===== src/hw/scf_pkg.sv =====
/*
 * constants, types and the register map of the single-clock fifo.
 * assumes one clock and one synchronous active-low reset around it.
 */
// Function
// - one clock serves writer and reader; depth and format fixed at build
// - write request on an edge stores the input word
// - read request removes oldest word onto output, strict fifo order
// - enabled synchronous clear discards every word, buffer becomes empty
// - full shown when no room left; writes ignored while full
// - empty shown when nothing stored; reads ignored while empty
// - word count always equals words held
// - depth is a parameter, default sixty-four words
// - option selects show-ahead: head word visible before its read
// - width is integer bits plus fraction bits; in and out equal
// - fraction bits only count for signed fractional data
// - signed formats treat the top bit as sign
// - word count has its own unsigned width; full and empty single bits
package scf_pkg;

    // ------------------------------------------------------------------
    // data formats
    // ------------------------------------------------------------------
    typedef enum logic [1:0] {
        SCF_SIGNED_INT,
        SCF_SIGNED_FRAC,
        SCF_UNSIGNED_INT
    } scf_dtype_t;

    localparam int SCF_DEPTH_DEF   = 64;
    localparam int SCF_INT_DEF     = 16;
    localparam int SCF_FRAC_DEF    = 0;
    localparam int SCF_STAGE_DEPTH = 8;

    // fraction bits vanish for integer formats
    function automatic int scf_width(scf_dtype_t t, int l, int r);
        return (t == SCF_SIGNED_FRAC) ? l + r : l;
    endfunction

    // ------------------------------------------------------------------
    // register map, byte addresses
    // ------------------------------------------------------------------
    localparam logic [3:0] SCF_ADR_CTRL   = 4'h0;
    localparam logic [3:0] SCF_ADR_STATUS = 4'h4;
    localparam logic [3:0] SCF_ADR_PUSH   = 4'h8;
    localparam logic [3:0] SCF_ADR_CONFIG = 4'hc;

    // ctrl fields
    localparam int SCF_CTRL_SHOW  = 0;
    localparam int SCF_CTRL_SCLR  = 1;
    localparam int SCF_CTRL_FLUSH = 2;
    localparam logic SCF_SCLR_RST = 1'b1;

    // status fields
    localparam int SCF_ST_EMPTY  = 0;
    localparam int SCF_ST_FULL   = 1;
    localparam int SCF_ST_STFULL = 2;
    localparam int SCF_ST_STEMP  = 3;
    localparam int SCF_ST_USEDW  = 8;
    localparam int SCF_ST_STCNT  = 24;

    // config fields
    localparam int SCF_CFG_WIDTH = 0;
    localparam int SCF_CFG_DEPTH = 8;
    localparam int SCF_CFG_DTYPE = 24;

endpackage


===== src/hw/scf_fifo.sv =====
/*
 * single-clock fifo with wishbone control, show-ahead option and a
 * software push path through a staging buffer.
 * assumes producer and consumer logic on mclk_i and a classic
 * wishbone master on the same clock.
 */
// Design decisions made here: register access over Wishbone and the address map.
`timescale 1ns/1ns
`default_nettype none
module scf_fifo
    import scf_pkg::*;
#(
    parameter int         DEPTH      = scf_pkg::SCF_DEPTH_DEF,
    parameter int         INT_BITS   = scf_pkg::SCF_INT_DEF,
    parameter int         FRAC_BITS  = scf_pkg::SCF_FRAC_DEF,
    parameter scf_pkg::scf_dtype_t DTYPE = scf_pkg::SCF_SIGNED_INT,
    parameter bit         USE_SCLR   = 1'b1,
    parameter bit         SHOW_AHEAD = 1'b0,
    localparam int        DW = scf_pkg::scf_width(DTYPE, INT_BITS, FRAC_BITS),
    localparam int        UW = $clog2(DEPTH+1)
) (
    input  wire logic           mclk_i,   // 125 MHz clock
    input  wire logic           rst_n_i,  // sync reset, low
    // datapath side
    input  wire logic [DW-1:0]  d_i,      // word to store
    input  wire logic           wrreq_i,  // write request
    input  wire logic           rdreq_i,  // read request
    input  wire logic           sclr_i,   // synchronous clear
    output logic      [DW-1:0]  q_o,      // word read out
    output logic                q_sign_o, // sign of q_o
    output logic                full_o,   // no room left
    output logic                empty_o,  // nothing stored
    output logic      [UW-1:0]  usedw_o,  // words held
    output logic                wr_ready_o, // write would be taken
    // wishbone slave
    input  wire logic           wb_cyc_i, // bus cycle
    input  wire logic           wb_stb_i, // strobe
    input  wire logic           wb_we_i,  // write enable
    input  wire logic [3:0]     wb_adr_i, // byte address
    input  wire logic [3:0]     wb_sel_i, // byte lanes
    input  wire logic [31:0]    wb_dat_i, // write data
    output logic      [31:0]    wb_dat_o, // read data
    output logic                wb_ack_o  // acknowledge
);
    import scf_pkg::*;

    // ------------------------------------------------------------------
    // storage and state
    // ------------------------------------------------------------------
    localparam int AW = (DEPTH > 1) ? $clog2(DEPTH) : 1;
    localparam int SW = $clog2(SCF_STAGE_DEPTH+1);

    // one clock for writer, reader and bus
    logic [DW-1:0] mem [DEPTH];
    logic [AW-1:0] wptr;
    logic [AW-1:0] rptr;
    logic [UW-1:0] count;
    logic          show;
    logic          sclr_en;
    logic          flush;

    logic          wr_go;
    logic          rd_go;
    logic          clr;
    logic [DW-1:0] wr_data;
    logic [AW-1:0] next_rptr;
    logic [AW-1:0] next_wptr;
    logic [UW-1:0] next_count;
    logic [DW-1:0] next_head;

    logic          st_in_valid;
    logic          st_in_ready;
    logic          st_valid;
    logic          st_ready;
    logic [DW-1:0] st_data;
    logic [SW-1:0] st_count;

    logic          req;
    logic          push_req;
    logic [31:0]   rd_word;

    // wrap for any depth, not only powers of two
    function automatic logic [AW-1:0] step(logic [AW-1:0] p);
        return (p == AW'(DEPTH-1)) ? '0 : AW'(p + 1'b1);
    endfunction

    // ------------------------------------------------------------------
    // flags and accepted operations
    // ------------------------------------------------------------------
    // full and empty single bits, count its own unsigned width
    assign full_o  = (count == UW'(DEPTH));
    assign empty_o = (count == '0);
    assign usedw_o = count;

    // clear on the input only when the option is built in and enabled, or on a software flush
    assign clr = (USE_SCLR && sclr_en && sclr_i) || flush;

    // datapath writes win; the staging buffer drains in idle slots
    assign wr_go      = (wrreq_i || st_valid) && !full_o;
    assign wr_data    = wrreq_i ? d_i : st_data;
    assign st_ready   = !wrreq_i && !full_o;
    assign wr_ready_o = !full_o;

    // a read on an empty buffer moves nothing
    assign rd_go = rdreq_i && !empty_o;

    assign next_wptr = wr_go ? step(wptr) : wptr;
    assign next_rptr = rd_go ? step(rptr) : rptr;

    // simultaneous write and read leave the count alone
    always_comb
    begin
        next_count = count;
        if (wr_go && !rd_go)
            next_count = UW'(count + 1'b1);
        else if (rd_go && !wr_go)
            next_count = UW'(count - 1'b1);
    end

    // head after this edge; a word landing on it bypasses the array
    assign next_head = (wr_go && wptr == next_rptr) ? wr_data
                                                    : mem[next_rptr];

    // ------------------------------------------------------------------
    // array, pointers, count
    // ------------------------------------------------------------------
    // writes land even during clear; pointers reset makes them dead
    always_ff @(posedge mclk_i)
    begin
        if (wr_go)
            mem[wptr] <= wr_data;
    end

    // clear outranks every request
    always_ff @(posedge mclk_i)
    begin
        if (!rst_n_i || clr)
        begin
            wptr  <= '0;
            rptr  <= '0;
            count <= '0;
        end
        else
        begin
            wptr  <= next_wptr;
            rptr  <= next_rptr;
            count <= next_count;
        end
    end

    // ------------------------------------------------------------------
    // output word
    // ------------------------------------------------------------------
    // show-ahead keeps q on the head; normal mode loads it on a read.
    // q holds its last value when the buffer runs dry
    always_ff @(posedge mclk_i)
    begin
        if (!rst_n_i)
            q_o <= '0;
        else if (clr)
            q_o <= q_o;
        else if (show)
        begin
            if (next_count != '0)
                q_o <= next_head;
        end
        else if (rd_go)
            q_o <= mem[rptr];
    end

    // only signed formats have a sign bit
    assign q_sign_o = (DTYPE != SCF_UNSIGNED_INT) ? q_o[DW-1] : 1'b0;

    // ------------------------------------------------------------------
    // software push path
    // ------------------------------------------------------------------
    // a full stage stalls the bus ack, so software feels back-pressure
    scf_stage #(
        .WIDTH (DW),
        .DEPTH (SCF_STAGE_DEPTH)
    ) u_stage (
        .mclk_i        (mclk_i),
        .rst_n_i       (rst_n_i),
        .in_valid_i    (st_in_valid),
        .in_ready_o    (st_in_ready),
        .in_data_i     (DW'(wb_dat_i)),
        .out_valid_o   (st_valid),
        .out_ready_o_i (st_ready),
        .out_data_o    (st_data),
        .count_o       (st_count)
    );

    // ------------------------------------------------------------------
    // wishbone slave
    // ------------------------------------------------------------------
    assign req      = wb_cyc_i && wb_stb_i && !wb_ack_o;
    assign push_req = req && wb_we_i && wb_adr_i == SCF_ADR_PUSH;
    assign st_in_valid = push_req && wb_sel_i[0];

    // read mux; unmapped addresses read zero
    always_comb
    begin
        rd_word = 32'h0;
        unique case (wb_adr_i)
            SCF_ADR_CTRL:
            begin
                rd_word[SCF_CTRL_SHOW] = show;
                rd_word[SCF_CTRL_SCLR] = sclr_en;
            end
            SCF_ADR_STATUS:
            begin
                rd_word[SCF_ST_EMPTY]  = empty_o;
                rd_word[SCF_ST_FULL]   = full_o;
                rd_word[SCF_ST_STFULL] = !st_in_ready;
                rd_word[SCF_ST_STEMP]  = !st_valid;
                rd_word[SCF_ST_USEDW +: UW] = count;
                rd_word[SCF_ST_STCNT +: SW] = st_count;
            end
            SCF_ADR_PUSH:
                rd_word = 32'(q_o);
            SCF_ADR_CONFIG:
            begin
                rd_word[SCF_CFG_WIDTH +: 8] = 8'(DW);
                rd_word[SCF_CFG_DEPTH +: 16] = 16'(DEPTH);
                rd_word[SCF_CFG_DTYPE +: 2] = DTYPE;
            end
            default:
                rd_word = 32'h0;
        endcase
    end

    // one-cycle answer; a push waits for a free stage slot
    always_ff @(posedge mclk_i)
    begin
        if (!rst_n_i)
            wb_ack_o <= 1'b0;
        else
            wb_ack_o <= req && (!push_req || st_in_ready || !wb_sel_i[0]);
    end

    always_ff @(posedge mclk_i)
    begin
        if (!rst_n_i)
            wb_dat_o <= 32'h0;
        else if (req && !wb_we_i)
            wb_dat_o <= rd_word;
    end

    // ctrl register; flush is a one-cycle pulse and reads zero
    always_ff @(posedge mclk_i)
    begin
        if (!rst_n_i)
        begin
            show    <= SHOW_AHEAD;
            sclr_en <= SCF_SCLR_RST;
            flush   <= 1'b0;
        end
        else
        begin
            flush <= 1'b0;
            if (req && wb_we_i && wb_adr_i == SCF_ADR_CTRL && wb_sel_i[0])
            begin
                show    <= wb_dat_i[SCF_CTRL_SHOW];
                sclr_en <= wb_dat_i[SCF_CTRL_SCLR];
                flush   <= wb_dat_i[SCF_CTRL_FLUSH];
            end
        end
    end
endmodule
`default_nettype wire


===== src/hw/scf_stage.sv =====
/*
 * small staging fifo with valid/ready on both sides.
 * assumes same clock on both sides and a synchronous active-low reset.
 */
`timescale 1ns/1ns
`default_nettype none
module scf_stage #(
    parameter int WIDTH = 32,
    parameter int DEPTH = 8
) (
    input  wire logic                       mclk_i,    // system clock
    input  wire logic                       rst_n_i,   // sync reset, low
    input  wire logic                       in_valid_i,// word offered
    output logic                            in_ready_o,// room left
    input  wire logic [WIDTH-1:0]           in_data_i, // offered word
    output logic                            out_valid_o,// word held
    input  wire logic                       out_ready_o_i,// drain taken
    output logic [WIDTH-1:0]                out_data_o,// oldest word
    output logic [$clog2(DEPTH+1)-1:0]      count_o    // words held
);
    localparam int AW = $clog2(DEPTH);
    localparam int CW = $clog2(DEPTH+1);

    logic [WIDTH-1:0] mem [DEPTH];
    logic [AW-1:0]    wptr;
    logic [AW-1:0]    rptr;
    logic [CW-1:0]    count;
    logic             push;
    logic             pop;

    function automatic logic [AW-1:0] step(logic [AW-1:0] p);
        return (p == AW'(DEPTH-1)) ? '0 : AW'(p + 1'b1);
    endfunction

    // honest flags: ready only with a free slot, valid only with a word
    assign in_ready_o  = (count != CW'(DEPTH));
    assign out_valid_o = (count != '0);
    assign push        = in_valid_i && in_ready_o;
    assign pop         = out_valid_o && out_ready_o_i;
    assign out_data_o  = mem[rptr];
    assign count_o     = count;

    // storage carries no reset, only valid words are ever read
    always_ff @(posedge mclk_i)
    begin
        if (push)
            mem[wptr] <= in_data_i;
    end

    // pointers and fill level
    always_ff @(posedge mclk_i)
    begin
        if (!rst_n_i)
        begin
            wptr  <= '0;
            rptr  <= '0;
            count <= '0;
        end
        else
        begin
            if (push)
                wptr <= step(wptr);
            if (pop)
                rptr <= step(rptr);
            count <= CW'(count + CW'(push) - CW'(pop));
        end
    end
endmodule
`default_nettype wire


===== config.mk =====
export PLATFORM = sky130hd
export DESIGN_NAME = scf_fifo
export DESIGN_NICKNAME = d
export VERILOG_FILES = /design/src/hw/scf_pkg.sv /design/src/hw/scf_fifo.sv /design/src/hw/scf_stage.sv
export SDC_FILE = /design/constraint.sdc
export NUM_CORES = 2
export LEC_CHECK = 0
export ABC_AREA = 0
export BUFFER_PORTS_ARGS = -buffer_cell sky130_fd_sc_hd__buf_2
export CAP_MARGIN = 5
export CORE_UTILIZATION = 36
export CTS_BUF_LIST = sky130_fd_sc_hd__clkbuf_2 sky130_fd_sc_hd__clkbuf_4 sky130_fd_sc_hd__clkbuf_8
export CTS_CLUSTER_DIAMETER = 30
export DETAILED_ROUTE_END_ITERATION = 16
export PLACE_DENSITY = 0.6
export SYNTH_ARGS = -nofsm -noshare
export SYNTH_HDL_FRONTEND = slang
export SYNTH_SLANG_ARGS = --single-unit

===== constraint.sdc =====
create_clock -name mclk_i -period 5.8 [get_ports mclk_i]
set_input_delay 1.16 -clock mclk_i [delete_from_list [all_inputs] [get_ports mclk_i]]
set_output_delay 1.16 -clock mclk_i [all_outputs]
set_load 0.02 [all_outputs]

* Yosys cells after proc, flatten, opt, wreduce, memory -nomap -nowiden
Memories as Yosys holds them, arrays and structs flattened. A register that Yosys moved wholly into a read port is not among the register bits.
Cells that the tools add are included.
** Storage, ports and cells
- Bits in latches :: 0
- Bits of input ports :: 64
- Output and inout port bits :: 60
- Flip-flop bits (word level) :: 77
- Memories :: 2
- Memory bits (read-only) :: 0
- RAM bits :: 1152
- Logic and storage cells :: 102
** Operators by class
- Equal/unequal tests :: 11
- Shifts and indexed selects :: 0
- Reductions and logical operators :: 42
- $lt $le $gt $ge :: 0
- Multipliers :: 0
- Divide/modulo/power cells :: 0
- Mux-type cells :: 26
- Bitwise logic cells :: 1
- Add/sub/neg operators :: 8
** Memories
- mem :: words 64, width 16, read ports 2, clocked after memory_dff 1, write ports 1, RTL line scf_fifo.sv:54 : logic [DW-1:0] mem [DEPTH];
- u_stage.mem :: words 8, width 16, read ports 1, clocked after memory_dff 1, write ports 1, RTL line scf_stage.sv:24 : logic [WIDTH-1:0] mem [DEPTH];
** Operators with widths (number)
- 2-to-1 mux 16 bit :: 5
- 2-to-1 mux 6 bit :: 4
- case mux 7 bit (3 select lines) :: 1
- logical AND 1 bit :: 18
- 2-to-1 mux 7 bit :: 2
- adder 6 x 1 -> 6 bit (second input constant) :: 2
- == test 6 bit (second input constant) :: 2
- logical NOT 1 bit :: 12
- 2-to-1 mux 3 bit :: 4
- == test 4 bit (second input constant) :: 2
- case mux 4 bit (2 select lines) :: 1
- adder 7 x 1 -> 7 bit (second input constant) :: 1
- == test 7 bit (second input constant) :: 1
- logical NOT 7 bit :: 1
- nonzero test 7 bit :: 1
- subtractor 7 x 1 -> 7 bit (second input constant) :: 1
- adder 3 x 1 -> 3 bit (second input constant) :: 2
- == test 3 bit (second input constant) :: 2
- == test 6 bit :: 1
- case mux 2 bit (3 select lines) :: 1
- logical OR 1 bit :: 5
- 2-to-1 mux 1 bit :: 5
- adder 4 x 1 -> 4 bit :: 1
- == test 4 x 3 -> 1 bit (second input constant) :: 1
- other kinds (11) :: 12

* Longest topological paths before layout
- Depth in word-level cells :: 10
- Gate-level depth with buffers :: 16
- Gate-level depth less buffers :: 13

* Hierarchy
From an unflattened synthesis, not the netlist that was laid out.
** Unflattened totals
- Cells, all modules :: 4157
- Area, all modules :: 58135.8 µm²
** By module, submodules not included
- scf_fifo :: cells an instance 3894, area each 52519.1 µm², instances 1
- scf_stage :: cells an instance 263, area each 5616.6 µm², instances 1

* Least setup slack after synthesis
OpenSTA, ideal clock, no wires.
- Path kind :: input to register
- From :: input wrreq_i
- To :: register q_o[7]
- Data required time :: 5.700 ns
- Stages on the path :: 5
- Arrival :: 4.850 ns
- Slack :: 0.850 ns
- Setup time :: 0.100 ns
- Path through :: buf_6 > clkbuf_1 > o21ai_0 > o21ai_0 > o41ai_2
** On the way
- Elaborated cells on any way between the ends :: 15
- Those cells by class :: eq/ne (1); mux (6); reduce/logical (8)
** RTL lines
- start: declaration :: RTL line scf_fifo.sv:26 : input wire logic wrreq_i,
- 2-to-1 mux 16 bit :: RTL line scf_fifo.sv:100 : assign wr_data = wrreq_i ? d_i : st_data;
- net wr_data[7] :: RTL line scf_fifo.sv:65 : logic [DW-1:0] wr_data;
- 2-to-1 mux 16 bit :: RTL line scf_fifo.sv:121 : assign next_head = (wr_go && wptr == next_rptr) ? wr_data
- 2-to-1 mux 16 bit :: RTL line scf_fifo.sv:164 : if (next_count != '0)
- 2-to-1 mux 16 bit :: RTL line scf_fifo.sv:162 : else if (show)
- end signal: assignment :: RTL line scf_fifo.sv:161 : q_o <= q_o;
- end signal: assignment :: RTL line scf_fifo.sv:165 : q_o <= next_head;
- end signal: assignment :: RTL line scf_fifo.sv:168 : q_o <= mem[rptr];
- end: declaration :: RTL line scf_fifo.sv:29 : output logic [DW-1:0] q_o,
The timed path passes the listed nets, and every way through them passes these cells. The select of a mux whose other input is x is not followed.
A chain may end at the register's enable or synchronous reset.

* Worst setup path after layout
- From :: register count[0] (netlist: usedw_o[0])
- To :: register q_o[9]
** On the way
- Longest elaborated chain between the ends :: 10
- Elaborated cells on any way between the ends :: 25
- Those cells by class :: add/sub (2); eq/ne (3); mux (6); reduce/logical (13); memory (1)
** Ends and longest elaborated chain
- start: declaration :: RTL line scf_fifo.sv:57 : logic [UW-1:0] count;
- start signal: assignment :: RTL line scf_fifo.sv:147 : count <= next_count;
- parallel branches: the longest is 10 deep, another holds memory read (64 x 16 bit)
Parallel ways; which one is timed is not known. The select of a mux whose other input is x is not followed.

==> results.tsv <==
metric	value	unit
fin_crit	4.80	ns
synthXorXnorAreaFrac	0.00375	
n_fill_cell	14500	
utilization	0.420	
post_cts_buffers	0	
min_to	wb_dat_o[27]	
drc	0	
port_buffers	92	
start_kind	flop	
status	finished clean	
muxShareOfSynthArea	0.170	
grt_pass1_vias	38600	
path_clk_slew	0.06	ns
ctsHoldBuffers	0	
hold_depth	2	
cts_tree	done	
cts.sinks	1224	
dieHeight	404	um
layout_common_cells	edfxtp_1, nand2_1, mux4_2, clkbuf_8, nand3_1	
fmax	208	MHz
wl_per_cell	30.4	um
avgViaCountPerCell	6.07	
pre_cts_ws	0.971	ns
async_flop_share	0	
p_leak	21.5	nW
reg2reg_from	usedw_o[0]	
gr-usage-all-layers	0.241	
max_slew_margin	0.0504	
yosys.area_share.simple	0.100	
grt_max_degree	132	
antenna_found_initial	11	
hold_path_class	reg2reg	
post-route-period-util	0.827	
slew_violations	0	
grt.overflow.total	0	
synth_area	0.0581	mm^2
cts_buffers	230	
crit_path_end_kind	flop	
gp_congestion	0.951	
hold_path_startpoint	wb_dat_o[27]	
initial_core_util	0.362	
power_frac_comb	0.165	
setup_ws	1.00	ns
ys_seq_area_frac	0.620	
die_x	404	um
crit_required	6.64	ns
yosysWarnings	0	
core-area	0.160	mm^2
dieArea	0.163	mm^2
rows	147	
tns	0	ns
drt_iter0_drc	5995	
r2r_cells	10	
synth_top_family_by_area	multiplexers	
ys.flop_type	edfxtp_1	
path_cells	inv_1 -> ha_1 -> nor2b_1 -> a41o_1 -> or2_4 -> nand2_1 -> o22ai_1 -> a21oi_1 -> a22oi_1 -> a31oi_1	
synth_cell_types	98	
drv_cap	0	
postCtsResizedCells	0	
p_sw_frac	0.287	
switchingPower	6.80	mW
area_delta_synth_final	15.8	%
firstDrtPassIters	6	
place_hpwl	122000	um
cp_slowest_cell	a41o_1	
synthAdderAreaFrac	0.00357	
ir_drop	0.271	mV
slowest_delay	0.61	ns
num-nets-final	4272	
synth-edff-count	1152	
hold_viol	0	
synth_area_per_cell	14.6	um^2
htreeDepth	4	
clkLatencyLatePin	0.99	ns
grt_first_pass_wirelength	282000	um
cts-root-buf	clkbuf_8	
vias	39900	
seq_area	0.0360	mm^2
internal_power	16.9	mW
final_common_cell	edfxtp_1	
clock_path_buffers	3	
p_per_area	353	mW/mm^2
reg2reg_to	q_o[9]	
ff2ff_setup_slack	1.00	ns
synth_compound_area_frac	0.0721	
arrival	5.64	ns
fin_skew	0.0721	ns
drive_gt1_frac	0.275	
pwr-share-seq	0.431	
io_pins	124	
crit_fanout	20	
synth_cells	3984	
synth_seq_cells	1224	
ant_nets	0	
rsz0062_at_grt	false	
multiInputGateArea	0.0209	mm^2
worstMarginPinSlew	1.42	ns
critPathKind	reg2reg	
pwr-share-clk	0.403	
setup_viol	0	
wl	199000	um
## worst max-delay path: cells and delay by family, from the launching register on
family	cells	cell delay, ns
AO/OA/AOI/OAI	5	2.01
adder cells (fa/ha/maj)	1	0.32
buffers and inverters	1	0.15
flip-flops	1	0.46
AND/OR/NAND/NOR	3	1.71
## state kept, by name, summed over array words and instances, names as in the netlist, 4 cells and up, named ones only
| signal | count |
|---|---|
| wb_dat_o | 20 |
| u_stage.mem | 128 |
| u_stage.count_o | 4 |
| mem | 1024 |
| rptr | 6 |
| wptr | 6 |
| usedw_o | 7 |
| q_o | 16 |
## stage by stage
| step | instances | cell area, um^2 | hold WS [ns] | power (mW) |
|---|---|---|---|---|
| 2_1_floorplan | 3995 | 58200 | 0.455 | 12.7 |
| 4_1_cts | 6554 | 67300 | 0.378 | 23.7 |
| 5_1_grt | 6557 | 67300 | 0.426 | 24.4 |
| 3_3_place_gp | 6120 | 62000 | 0.453 | 14.2 |
| 6_report | 6563 | 67300 | 0.470 | 23.7 |
| 3_5_place_dp | 6120 | 62000 | 0.465 | 14.2 |
## cell families after synthesis
logic type	Yosys count
simple gates	1292
flops	1224
compound gates	559
mux	521
buf+inv	351
xor+xnor	20
fa+ha+maj	16
other cells	1
## worst max-delay path by stage
stage,slack (ns),cells past startpoint,startpoint,end
3_5_place_dp,0.97,12,rdreq_i,q_o[0]
4_1_cts,1.23,13,usedw_o[0],q_o[12]
6_report,1.00,10,usedw_o[0],q_o[9]
5_1_grt,0.93,13,usedw_o[0],q_o[12]
2_1_floorplan,0.85,5,wrreq_i,q_o[7]
3_3_place_gp,1.01,12,rdreq_i,q_o[7]
## Yosys cell counts, drive strengths merged (7+ instances only)
cell type / n / area, um^2
and2: 8 / 50.1
o21ai: 60 / 312
inv: 15 / 56.3
xnor2: 9 / 93.8
nand2b: 13 / 81.3
a221o: 17 / 170
a311oi: 64 / 561
o2111ai: 8 / 70.1
nor2b: 26 / 163
buf: 219 / 1250
nand2: 705 / 2650
a21oi: 56 / 307
mux2i: 143 / 1430
nor2: 135 / 517
a22oi: 14 / 105
o21a: 10 / 75.1
xor2: 9 / 78.8
a211oi: 88 / 671
o211ai: 14 / 110
a21boi: 15 / 116
and3: 96 / 601
edfxtp: 1152 / 34600
o22ai: 23 / 156
ha: 15 / 188
dfxtp: 72 / 1440
nand3: 190 / 961
nor3: 40 / 211
a32oi: 65 / 569
mux4: 373 / 8400
nand4: 36 / 225
nand3b: 7 / 52.6
or3: 8 / 55.1
o41ai: 10 / 133
clkbuf: 116 / 435
a31oi: 70 / 438
## layout make-up
cell class              count  share of cell area
clock inverters           162              0.0271
inverters                  16            0.000929
well taps                2160              0.0401
multi-input cells        2420               0.310
clock buffers             272              0.0520
flip-flops and latches   1224               0.535
repair buffers            300              0.0341
diodes                      9            0.000335
## power by group through the flow
stage | Clock [mW] | Sequential [mW] | Combinational [mW]
final | 9.58 | 10.2 | 3.93
after global routing | 10.0 | 10.3 | 4.09
after CTS | 9.67 | 10.2 | 3.84
after detailed placement | 0 | 10.4 | 3.83
after global placement | 0 | 10.4 | 3.80
after floorplan | 0 | 10.4 | 2.32
## routing by layer
layer,GRT usage,vias to the layer above,part of all wire
li1,-,16400,-
met1,0.310,20200,0.37
met2,0.370,2757,0.45
met3,0.0673,493,0.12
met4,0.129,4,0.057
met5,0,-,0.00014
Note: power is estimated with default switching activity, not from simulation.
